$ cat config.mk
export PLATFORM = sky130hd
export DESIGN_NAME = spc_top
export DESIGN_NICKNAME = d
export VERILOG_FILES = /design/src/hw/spc_pkg.sv /design/src/hw/spc_unlock_if.sv /design/src/hw/spc_top.sv /design/src/hw/spc_unlock.sv
export SDC_FILE = /design/constraint.sdc
export NUM_CORES = 1
export LEC_CHECK = 0
export BUFFER_PORTS_ARGS = -buffer_cell sky130_fd_sc_hd__buf_2
export CORE_MARGIN = 3
export CORE_UTILIZATION = 41
export DETAILED_ROUTE_END_ITERATION = 8
export PLACE_DENSITY = 0.84
export REMOVE_ABC_BUFFERS = 1
export SYNTH_ARGS = -nofsm -noshare
export SYNTH_HDL_FRONTEND = slang
export SYNTH_SLANG_ARGS = --single-unit
$ cat constraint.sdc
create_clock -name core_clk -period 5.1 [get_ports core_clk]
set_input_delay 1.275 -clock core_clk [delete_from_list [all_inputs] [get_ports core_clk]]
set_output_delay 1.275 -clock core_clk [all_outputs]
set_load 0.01 [all_outputs]
$ cat src/hw/spc_pkg.sv
// Package: register map, fields and sequencer states of the sleep power control block
package spc_pkg;
  localparam int SPC_ADDR_W = 4;
  localparam logic [SPC_ADDR_W-1:0] SPC_OFF_CTRL = 4'h0;
  localparam logic [SPC_ADDR_W-1:0] SPC_OFF_LOCK = 4'h4;
  localparam logic [SPC_ADDR_W-1:0] SPC_OFF_STAT = 4'h8;
  localparam int SPC_BIT_REG_STBY = 0;
  localparam int SPC_BIT_SLEEP_RETENTION_SELECT = 1;
  localparam int SPC_BIT_SBOR = 2;
  localparam int SPC_CTRL_W = 3;
  localparam logic [SPC_CTRL_W-1:0] SPC_CTRL_RESET = 3'h0;
  localparam logic [1:0] SPC_BOR_SLEEP_SW = 2'h1;
  localparam logic [31:0] SPC_KEY_1 = 32'haa996655;
  localparam logic [31:0] SPC_KEY_2 = 32'h556699aa;
  localparam logic [31:0] SPC_KEY_LOCK = 32'h00000000;
  localparam logic [31:0] SPC_UNMAPPED_DATA = 32'h00000000;
  typedef enum logic [2:0] {
    SPC_LK_LOCKED = 3'b001,
    SPC_LK_HALF = 3'b010,
    SPC_LK_OPEN = 3'b100
  } spc_lock_e;
endpackage

$ cat src/hw/spc_unlock_if.sv
// Interface: unlock key writes and resulting unlock state
`timescale 1ns/10ps
interface spc_unlock_if;
  logic key_we;
  logic [31:0] key_data;
  logic unlocked;
  modport ctrl (output key_we, output key_data, input unlocked);
  modport lock (input key_we, input key_data, output unlocked);
endinterface

$ cat src/hw/spc_top.sv
// Module: sleep power control register with Avalon-MM slave and sleep outputs
//
// Operation
// - Upper bits 31 to 3 of the control register always read zero.
// - Sleep brown-out bit set keeps brown-out detection running in sleep.
// - Sleep brown-out bit counts only when brown-out config field equals 01.
// - Retention bit one puts main regulator in low-power state during sleep.
// - Standby bit one keeps regulator active in sleep; zero means standby.
// - Software unlocks system registers first; only then are control writes taken.
//
// Design decisions made here: the placing of the registers and register access over Avalon-MM.
`timescale 1ns/10ps
module spc_top
  import spc_pkg::*;
#(
  parameter int DATA_W = 32,
  parameter int BE_W = 4
)
(
  input wire logic core_clk,
  input wire logic rst_b,
  input wire logic clk_en,
  input wire logic [SPC_ADDR_W-1:0] avs_address,
  input wire logic avs_read,
  input wire logic avs_write,
  input wire logic [DATA_W-1:0] avs_writedata,
  input wire logic [BE_W-1:0] avs_byteenable,
  output logic [DATA_W-1:0] avs_readdata,
  output logic avs_waitrequest,
  input wire logic [1:0] brownout_config_field,
  input wire logic sleep_active,
  output logic sleep_brownout_on,
  output logic sleep_retention_select,
  output logic regulator_standby_select,
  output logic bor_enable_in_sleep,
  output logic main_reg_lowpower,
  output logic regulator_standby,
  output logic write_rejected
);
  spc_unlock_if ulk ();

  // Widths the register map and key path are built for
  generate
    if (DATA_W != 32) begin : g_bad_data_w
      $error("spc_top: DATA_W must be 32");
    end
    if (BE_W != DATA_W / 8) begin : g_bad_be_w
      $error("spc_top: BE_W must be DATA_W / 8");
    end
  endgenerate

  logic [SPC_CTRL_W-1:0] ctrl;
  logic [SPC_CTRL_W-1:0] next_ctrl;
  logic ack;
  logic next_ack;
  logic [31:0] next_readdata;
  logic rejected;
  logic next_rejected;
  logic bor_sleep;
  logic next_bor_sleep;
  logic reg_lp;
  logic next_reg_lp;
  logic reg_stby;
  logic next_reg_stby;

  spc_unlock u_unlock (
    .core_clk(core_clk),
    .rst_b(rst_b),
    .clk_en(clk_en),
    .ulk(ulk)
  );

  // Address decode shared by the key and control paths
  function automatic logic addr_is(input logic [SPC_ADDR_W-1:0] addr,
                                   input logic [SPC_ADDR_W-1:0] off);
    addr_is = (addr == off);
  endfunction

  // Key writes count only as full words
  function automatic logic full_word(input logic [BE_W-1:0] be);
    full_word = &be;
  endfunction

  // Accesses complete one cycle after being presented
  logic req;
  logic wr_fire;
  logic ctrl_hit;
  logic next_waitrequest;
  logic [SPC_CTRL_W-1:0] ctrl_wr_val;
  assign req = (avs_read | avs_write) & ~ack;
  assign wr_fire = avs_write & ack;
  assign ctrl_hit = wr_fire & addr_is(avs_address, SPC_OFF_CTRL) & avs_byteenable[0];
  assign ulk.key_we = wr_fire & addr_is(avs_address, SPC_OFF_LOCK) & full_word(avs_byteenable);
  assign ulk.key_data = avs_writedata;

  // Value a control write leaves in each bit
  for (genvar i = 0; i < SPC_CTRL_W; i++) begin : g_ctrl_bit
    if (i == SPC_BIT_SLEEP_RETENTION_SELECT) begin : g_set_only
      assign ctrl_wr_val[i] = ctrl[i] | avs_writedata[i];
    end else begin : g_plain
      assign ctrl_wr_val[i] = avs_writedata[i];
    end
  end

  // Bus handshake and read data
  always_comb begin
    next_ack = req;
    next_waitrequest = ~req;
    next_readdata = avs_readdata;
    if (req) begin
      next_readdata = SPC_UNMAPPED_DATA;
    end
    if (req && avs_read) begin
      unique case (avs_address)
        SPC_OFF_CTRL: next_readdata = {29'h0, ctrl};
        SPC_OFF_STAT: next_readdata = {30'h0, rejected, ulk.unlocked};
        default: next_readdata = SPC_UNMAPPED_DATA;
      endcase
    end
  end

  // Control register and reject flag
  always_comb begin
    next_ctrl = ctrl;
    next_rejected = rejected;
    if (ctrl_hit) begin
      if (ulk.unlocked) begin
        next_ctrl = ctrl_wr_val;
        next_rejected = 1'b0;
      end else begin
        next_rejected = 1'b1;
      end
    end
  end

  // Sleep outputs, one cycle behind their inputs
  always_comb begin
    next_bor_sleep = sleep_active & ctrl[SPC_BIT_SBOR] &
                     (brownout_config_field == SPC_BOR_SLEEP_SW);
    next_reg_lp = sleep_active & ctrl[SPC_BIT_SLEEP_RETENTION_SELECT];
    next_reg_stby = sleep_active & ~ctrl[SPC_BIT_REG_STBY];
  end

  always_ff @(posedge core_clk) begin
    if (!rst_b) begin
      ack <= 1'b0;
      avs_waitrequest <= 1'b1;
      avs_readdata <= SPC_UNMAPPED_DATA;
    end else if (clk_en) begin
      ack <= next_ack;
      avs_waitrequest <= next_waitrequest;
      avs_readdata <= next_readdata;
    end
  end

  always_ff @(posedge core_clk) begin
    if (!rst_b) begin
      ctrl <= SPC_CTRL_RESET;
      rejected <= 1'b0;
    end else if (clk_en) begin
      ctrl <= next_ctrl;
      rejected <= next_rejected;
    end
  end

  always_ff @(posedge core_clk) begin
    if (!rst_b) begin
      bor_sleep <= 1'b0;
      reg_lp <= 1'b0;
      reg_stby <= 1'b0;
    end else if (clk_en) begin
      bor_sleep <= next_bor_sleep;
      reg_lp <= next_reg_lp;
      reg_stby <= next_reg_stby;
    end
  end

  // Outputs taken straight from the registers above

  assign sleep_brownout_on = ctrl[SPC_BIT_SBOR];
  assign sleep_retention_select = ctrl[SPC_BIT_SLEEP_RETENTION_SELECT];
  assign regulator_standby_select = ctrl[SPC_BIT_REG_STBY];
  assign bor_enable_in_sleep = bor_sleep;
  assign main_reg_lowpower = reg_lp;
  assign regulator_standby = reg_stby;
  assign write_rejected = rejected;
endmodule // spc_top

$ cat src/hw/spc_unlock.sv
// Module: system unlock key sequencer
`timescale 1ns/10ps
module spc_unlock
  import spc_pkg::*;
(
  input wire logic core_clk,
  input wire logic rst_b,
  input wire logic clk_en,
  spc_unlock_if.lock ulk
);
  spc_lock_e state;
  spc_lock_e next_state;

  always_comb begin
    next_state = state;
    if (ulk.key_we) begin
      unique case (state)
        SPC_LK_LOCKED: next_state = (ulk.key_data == SPC_KEY_1) ? SPC_LK_HALF : SPC_LK_LOCKED;
        SPC_LK_HALF: next_state = (ulk.key_data == SPC_KEY_2) ? SPC_LK_OPEN : SPC_LK_LOCKED;
        SPC_LK_OPEN: next_state = (ulk.key_data == SPC_KEY_LOCK) ? SPC_LK_LOCKED : SPC_LK_OPEN;
        default: next_state = SPC_LK_LOCKED;
      endcase
    end
  end

  always_ff @(posedge core_clk) begin
    if (!rst_b) begin
      state <= SPC_LK_LOCKED;
    end else if (clk_en) begin
      state <= next_state;
    end
  end

  assign ulk.unlocked = (state == SPC_LK_OPEN);
endmodule // spc_unlock

==> impl_metrics.yaml, run 1 <==
timing:
  grt_setup_unrepaired: "no"
  worst_pin_slew_ps: 575
  slew_headroom: 0.612
  post-route-min-period_ps: 2360
  clock_skew_ps: 6.47
  fin_setup_tns_ps: 0
  period_share: 0.462
  finalSetupViolations: 0
  max_clock_freq_mhz: 424
  slew_viol_final: 0
  finalHoldViolCount: 0
setup_path:
  crit_required_ps: 5290
  crit_fanout: 3
  r2r_start: "u_unlock.state[2]$_SDFFE_PN0P_"
  path_cells: "buf_2 -> nor4_1 -> nand4_1 -> nor4_1 -> a41oi_1 -> a21bo_1"
  cpPeakStageDelay_ps: 310
  cp_slowest_cell: "nor4_1"
  critical_path.startpoint: "avs_writedata[23]"
  critPathLaunchType: "primary input"
  endpoint_kind: "flip-flop"
  cp_common_cell: "nor4_1"
  worstPathArrival_ps: 2540
  worstSetupPathType: "primary input to flip-flop"
yosys:
  netlist_area_um2: 1060
  yosys_most_used_dff: "dfxtp_1"
  ys_ff_latch: 15
  synth.distinct_cells: 32
  synth_fa_ha_area_frac: 0
  synthMuxAreaShare: 0.0494
  seq_area_frac_synth: 0.282
  ys_async_sr_fraction: 0
  synth_simple_gate_area_share: 0.321
  synth_xor_area_frac: 0.00824
  avgSynthCellArea_um2: 8.37
  synthCells: 127
  synth_compound_gate_area_share: 0.113
  synth_edf_count: 0
  synth_top_family_by_area: "simple AND/OR/NAND/NOR gates"
  yosys_warnings: 0
global_routing:
  grtUsageTotal: 0.153
  grt_max_degree: 16
  grt-ovfl-total: 0
  grt_pass1_vias: 956
  antenna_found_initial: 0
  grt_pass1_wl_um: 4040
power:
  p_per_area_nw_per_um2: 180
  swShare: 0.284
  power.switching_uw: 66.4
  clockPowerShare: 0.298
  vdd_drop_max_v: 0.000159
  power_frac_seq: 0.512
  leakage_uw: 0.000614
  combinationalPowerShare: 0.190
  p_int_uw: 167
flow_run:
  drv_cap: 0
detailed_routing:
  viasPerCell: 5.06
  drc: 0
  routed-wl-met2_um: 1330
  drt-initial-drc-count: 12
  wl_met1_um: 966
  wl_per_cell_um: 11.9
  drtAntennaViolNets: 0
  dr.pass1.iters: 4
  wl_met3_um: 237
  wirelength_um: 2530
  top_layer: "met3"
  vias: 1077
die:
  initial_core_util: 0.455
  dieArea_um2: 3240
  die_h_um: 56.9
  core-area_um2: 2340
  die_w_um: 56.9
  pin_count: 88
  std_cell_rows: 17
outcome:
  status: "finished clean"
final_layout:
  num_antenna_cells: 0
  syn_to_final_growth_pct: 21.8
  fin_nets: 234
  fin_util: 0.553
  fin_area_um2: 1290
  drive_gt1_frac: 0.346
clock_tree:
  cts_num_sinks: 15
  cts_setup_buffers: 0
  cts_tree: "yes"
  worstSkewPairLatency_ps: 290
  cts_hold_buf: 0
  clockBufferDepth: 2
  cts_resized: 0
  cts_buffers: 3
  clk_pin_slew_ps: 90
  cts.htree.levels: 1
  root_buffer: "clkbuf_4"
hold_path:
  min_from: "avs_waitrequest$_SDFFE_PN1P_"
  hold_path_class: "flip-flop to flip-flop"
placed_design:
  postPlaceCellArea_um2: 1260
  portBuffers: 58
  dpl.hpwl_um: 2140
  gp_congestion: 0.791
-- placed cells by master, fill, tap and decap left out --
| cell | Yosys | routed |
|---|---|---|
| a211oi_1 | 1 | 1 |
| a21bo_1 | 1 | 1 |
| a21boi_0 | 3 | 3 |
| a21oi_1 | 3 | 3 |
| a22oi_1 | 3 | 3 |
| a32oi_1 | 1 | 1 |
| a41oi_1 | 1 | 1 |
| and2_1 | 1 | 1 |
| and3_1 | 2 | 2 |
| and4_1 | 2 | 2 |
| and4b_1 | 2 | 2 |
| buf_2 | 0 | 58 |
| clkbuf_4 | 0 | 3 |
| clkinvlp_4 | 0 | 1 |
| conb_1 | 1 | 29 |
| dfxtp_1 | 15 | 15 |
| inv_1 | 2 | 2 |
| mux2_2 | 2 | 2 |
| mux2i_1 | 3 | 3 |
| nand2_1 | 2 | 2 |
| nand2b_1 | 5 | 5 |
| nand3_1 | 1 | 1 |
| nand3b_1 | 1 | 1 |
| nand4_1 | 10 | 10 |
| nor2_1 | 1 | 1 |
| nor2b_1 | 10 | 10 |
| nor3_1 | 1 | 1 |
| nor3b_1 | 2 | 2 |
| nor4_1 | 11 | 11 |
| nor4b_1 | 1 | 1 |
| o21ai_0 | 5 | 5 |
| or4_1 | 1 | 1 |
| xor2_1 | 1 | 1 |
-- cells in the mapped netlist, types with 2 or more instances --
cell type | number | area [um2]
a21boi_0 | 3 | 22.5
a22oi_1 | 3 | 22.5
nor4_1 | 11 | 68.8
nor3b_1 | 2 | 15.0
and4b_1 | 2 | 20.0
nand4_1 | 10 | 62.6
nand2_1 | 2 | 7.51
and4_1 | 2 | 17.5
mux2i_1 | 3 | 30.0
inv_1 | 2 | 7.51
buf_4 | 29 | 218
nand2b_1 | 5 | 31.3
dfxtp_1 | 15 | 300
and3_1 | 2 | 12.5
nor2b_1 | 10 | 62.6
o21ai_0 | 5 | 25.0
clkbuf_1 | 3 | 11.3
mux2_2 | 2 | 22.5
a21oi_1 | 3 | 15.0
-- through the flow --
| step | setup slack [ps] | hold slack (ps) | instances | total power (uW) |
|---|---|---|---|---|
| floorplan | 2620 | 465 | 123 | 140 |
| global placement | 2440 | 458 | 209 | 165 |
| detailed placement | 2460 | 475 | 209 | 166 |
| CTS | 2760 | 495 | 213 | 236 |
| global route | 2570 | 555 | 213 | 246 |
| finish | 2740 | 483 | 213 | 233 |
-- per-layer routing --
| metal | up-vias | GRT usage |
|---|---|---|
| met3 | 0 | 0.0407 |
| met2 | 56 | 0.285 |
| met1 | 487 | 0.167 |
| li1 | 534 | - |
| met5 | - | 0 |
| met4 | 0 | 0.0464 |
-- layout make-up --
type	count	area, um2
Clock buffer	3	22.5
Tap cell	28	35.0
Timing Repair Buffer	58	290
Multi-Input combinational cell	106	632
Fill cell	224	1040
Sequential cell	15	300
Clock inverter	1	7.51
Inverter	2	7.51
-- power by group through the flow --
stage | clock network [uW] | registers [uW] | logic, uW
4_1_cts | 72.4 | 120 | 43.8
6_report | 69.4 | 120 | 44.4
5_1_grt | 76.4 | 120 | 49.3
3_3_place_gp | 0 | 122 | 43.2
3_5_place_dp | 0 | 122 | 43.6
2_1_floorplan | 0 | 123 | 17.0
-- critical path: cells and delay by family --
kind	cells	cell delay [ps]
AOI/OAI and AO/OA	2	380
and+or+nand+nor	3	780
buffers and inverters	1	110
-- kinds of logic after synthesis --
family | after synthesis
flops | 15
compound gates | 18
xor+xnor | 1
other cells | 1
simple gates | 53
buf+inv | 34
mux | 5
-- worst paths after layout --
kind,end,slack (ps),depth (start not counted)
worst max-delay path,u_unlock.state[0]$_SDFFE_PN1P_,2740,6
worst min-delay path,avs_waitrequest$_SDFFE_PN1P_,480,2
worst max register to register,u_unlock.state[0]$_SDFFE_PN1P_,3470,4
worst min register to register,avs_waitrequest$_SDFFE_PN1P_,480,2
-- flip-flops by register name, indices dropped and copies added, names as in the netlist --
register / count
write_rejected: 1
u_unlock.state: 3
regulator_standby: 1
ctrl: 3
bor_enable_in_sleep: 1
avs_readdata: 3
ack: 1
avs_waitrequest: 1
main_reg_lowpower: 1
No activity file was read; power rests on OpenSTA's default activity.
==> run 2: changes to the inputs <==
--- a/config.mk
+++ b/config.mk
@@ -7,9 +7,9 @@
 export LEC_CHECK = 0
 export BUFFER_PORTS_ARGS = -buffer_cell sky130_fd_sc_hd__buf_2
 export CORE_MARGIN = 3
-export CORE_UTILIZATION = 41
+export CORE_UTILIZATION = 35
 export DETAILED_ROUTE_END_ITERATION = 8
-export PLACE_DENSITY = 0.84
+export PLACE_DENSITY = 0.77
 export REMOVE_ABC_BUFFERS = 1
 export SYNTH_ARGS = -nofsm -noshare
 export SYNTH_HDL_FRONTEND = slang
==> constraint.sdc (replaced) <==
create_clock -name core_clk -period 2.1 [get_ports core_clk]
set_input_delay 0.525 -clock core_clk [delete_from_list [all_inputs] [get_ports core_clk]]
set_output_delay 0.525 -clock core_clk [all_outputs]
set_load 0.01 [all_outputs]
==> run 2 against run 1 <==
Setup slack worse by 2300 ps. Utilization shrank 9.6 points. Combinational power is 140% higher. Critical endpoint unchanged. Critical path depth is the same. Total power is 140% higher. Clock power is 140% higher. Sequential share of layout area is the same. Final cell count grew 1.4%. Largest power group unchanged. Non-clock buffer count unchanged.
==> impl_metrics.yaml, run 2 (synthesis results as in run 1) <==
global_routing:
  grtUsageMet2: 0.230
  grt_use_met1: 0.160
  grt_pass1_wl_um: 3820
  antenna_found_initial: 0
  grtUsageTotal: 0.133
  gr-max-usage-layer: "met2"
  grt-ovfl-total: 0
  grt_max_degree: 16
  grt_pass1_vias: 914
  grt_use_met3: 0.0377
die:
  dieArea_um2: 3740
  die_w_um: 61.1
  initial_core_util: 0.376
  die_h_um: 61.1
  std_cell_rows: 19
  core-area_um2: 2830
  pin_count: 88
timing:
  slew_headroom: 0.654
  slew_viol_final: 0
  post-route-min-period_ps: 1640
  clock_skew_ps: 4.92
  max_clock_freq_mhz: 608
  grt_setup_unrepaired: "no"
  fin_setup_tns_ps: 0
  worst_pin_slew_ps: 513
  period_share: 0.783
  finalSetupViolations: 0
  finalHoldViolCount: 0
setup_path:
  worstSetupPathType: "primary input to flip-flop"
  worstPathArrival_ps: 1830
  cp_common_cell: "nor4_1"
  cpPeakStageDelay_ps: 320
  cp_slowest_cell: "nor4_1"
  crit_family: "simple AND/OR/NAND/NOR gates"
  worst_r2r_endpoint: "u_unlock.state[0]$_SDFFE_PN1P_"
  critPathLaunchType: "primary input"
  endpoint_kind: "flip-flop"
  crit_fanout: 3
  worst-path-buf-inv: 1
  crit_required_ps: 2290
  rrSetupSlack_ps: 460
  path_cells: "buf_2 -> nor4_1 -> nand4_1 -> nor4_1 -> a41oi_1 -> a21bo_1"
  worst-r2r-cell-count: 4
  r2r_start: "u_unlock.state[2]$_SDFFE_PN0P_"
placed_design:
  gp_congestion: 0.721
  portBuffers: 58
  dpl.hpwl_um: 2160
clock_tree:
  cts_hold_buf: 0
  cts_resized: 0
  root_buffer: "clkbuf_4"
  worstSkewPairLatency_ps: 280
  cts_buffers: 3
  cts_num_sinks: 15
  clk_pin_slew_ps: 90
  cts_tree: "yes"
  clockBufferDepth: 2
  cts_setup_buffers: 0
  cts.htree.levels: 1
outcome:
  status: "finished clean"
final_layout:
  reg.largest.list: "avs_readdata (3), ctrl (3), u_unlock.state (3)"
  layout_commonest_cell: "buf_2"
  drive_gt1_frac: 0.341
  nFillCells: 308
  num_antenna_cells: 0
  final_cell_mix: "buf_2, conb_1, dfxtp_1"
  fin_nets: 234
  syn_to_final_growth_pct: 21.8
  fin_util: 0.458
power:
  p_per_area_nw_per_um2: 434
  vdd_drop_max_v: 0.000320
  leakage_uw: 0.000615
hold_path:
  holdPathStages: 2
  min_to: "main_reg_lowpower$_SDFFE_PN0P_"
  min_from: "main_reg_lowpower$_SDFFE_PN0P_"
  hold_path_class: "flip-flop to flip-flop"
flow_run:
  drv_cap: 0
detailed_routing:
  drc: 0
  wirelength_um: 2560
  vias: 1043
  viasPerCell: 4.83
  drtAntennaViolNets: 0
  wl_per_cell_um: 11.9
  dr.pass1.iters: 4
  drt-initial-drc-count: 15
run 2: stage by stage:
| step | instance area [um2] | std cells | setup slack (ps) | total power (uW) | hold WS (ps) |
|---|---|---|---|---|---|
| after detailed placement | 1270 | 212 | 160 | 403 | 469 |
| after CTS | 1290 | 216 | 471 | 572 | 493 |
| after global placement | 1270 | 212 | 164 | 402 | 459 |
| after floorplan | 940 | 123 | 373 | 339 | 465 |
| final | 1290 | 216 | 456 | 562 | 483 |
| after global routing | 1290 | 216 | 376 | 598 | 524 |
run 2: report_power, final:
group | total (uW) | internal [uW] | switching (uW)
Sequential | 290 | 288 | 1.95
Clock | 164 | 73.8 | 90.5
Combinational | 108 | 45.0 | 62.8
Total | 562 | 407 | 155
run 2: metal layers:
layer  routed length [um]  vias up
met2                 1230       40
met5                    0        -
met1                 1120      471
met3                  181        4
li1                     -      528
met4                   25        0
run 2: how the worst max path moves through the flow:
| stage | slack [ps] | end | cells past startpoint | start |
|---|---|---|---|---|
| after floorplan | 370 | u_unlock.state[0]$_SDFFE_PN1P_ | 5 | avs_writedata[12] |
| after global placement | 160 | u_unlock.state[0]$_SDFFE_PN1P_ | 6 | avs_writedata[0] |
| after detailed placement | 160 | u_unlock.state[0]$_SDFFE_PN1P_ | 6 | avs_writedata[0] |
| after CTS | 470 | u_unlock.state[0]$_SDFFE_PN1P_ | 6 | avs_writedata[0] |
| after global routing | 380 | u_unlock.state[0]$_SDFFE_PN1P_ | 6 | avs_writedata[17] |
| final | 460 | u_unlock.state[0]$_SDFFE_PN1P_ | 6 | avs_writedata[6] |
run 2: cell type report:
class                   instances  area [um2]  area share
multi-input cells             106         632       0.488
flip-flops and latches         15         300       0.232
repair buffers                 58         290       0.224
well taps                      31        38.8      0.0300
clock buffers                   4        26.3      0.0203
inverters                       2        7.51     0.00580
run 2: tightest hold or removal path, stage by stage (launching register included):
cell,delay [ps]
dfxtp_1,310
nand2b_1,60
a21boi_0,70
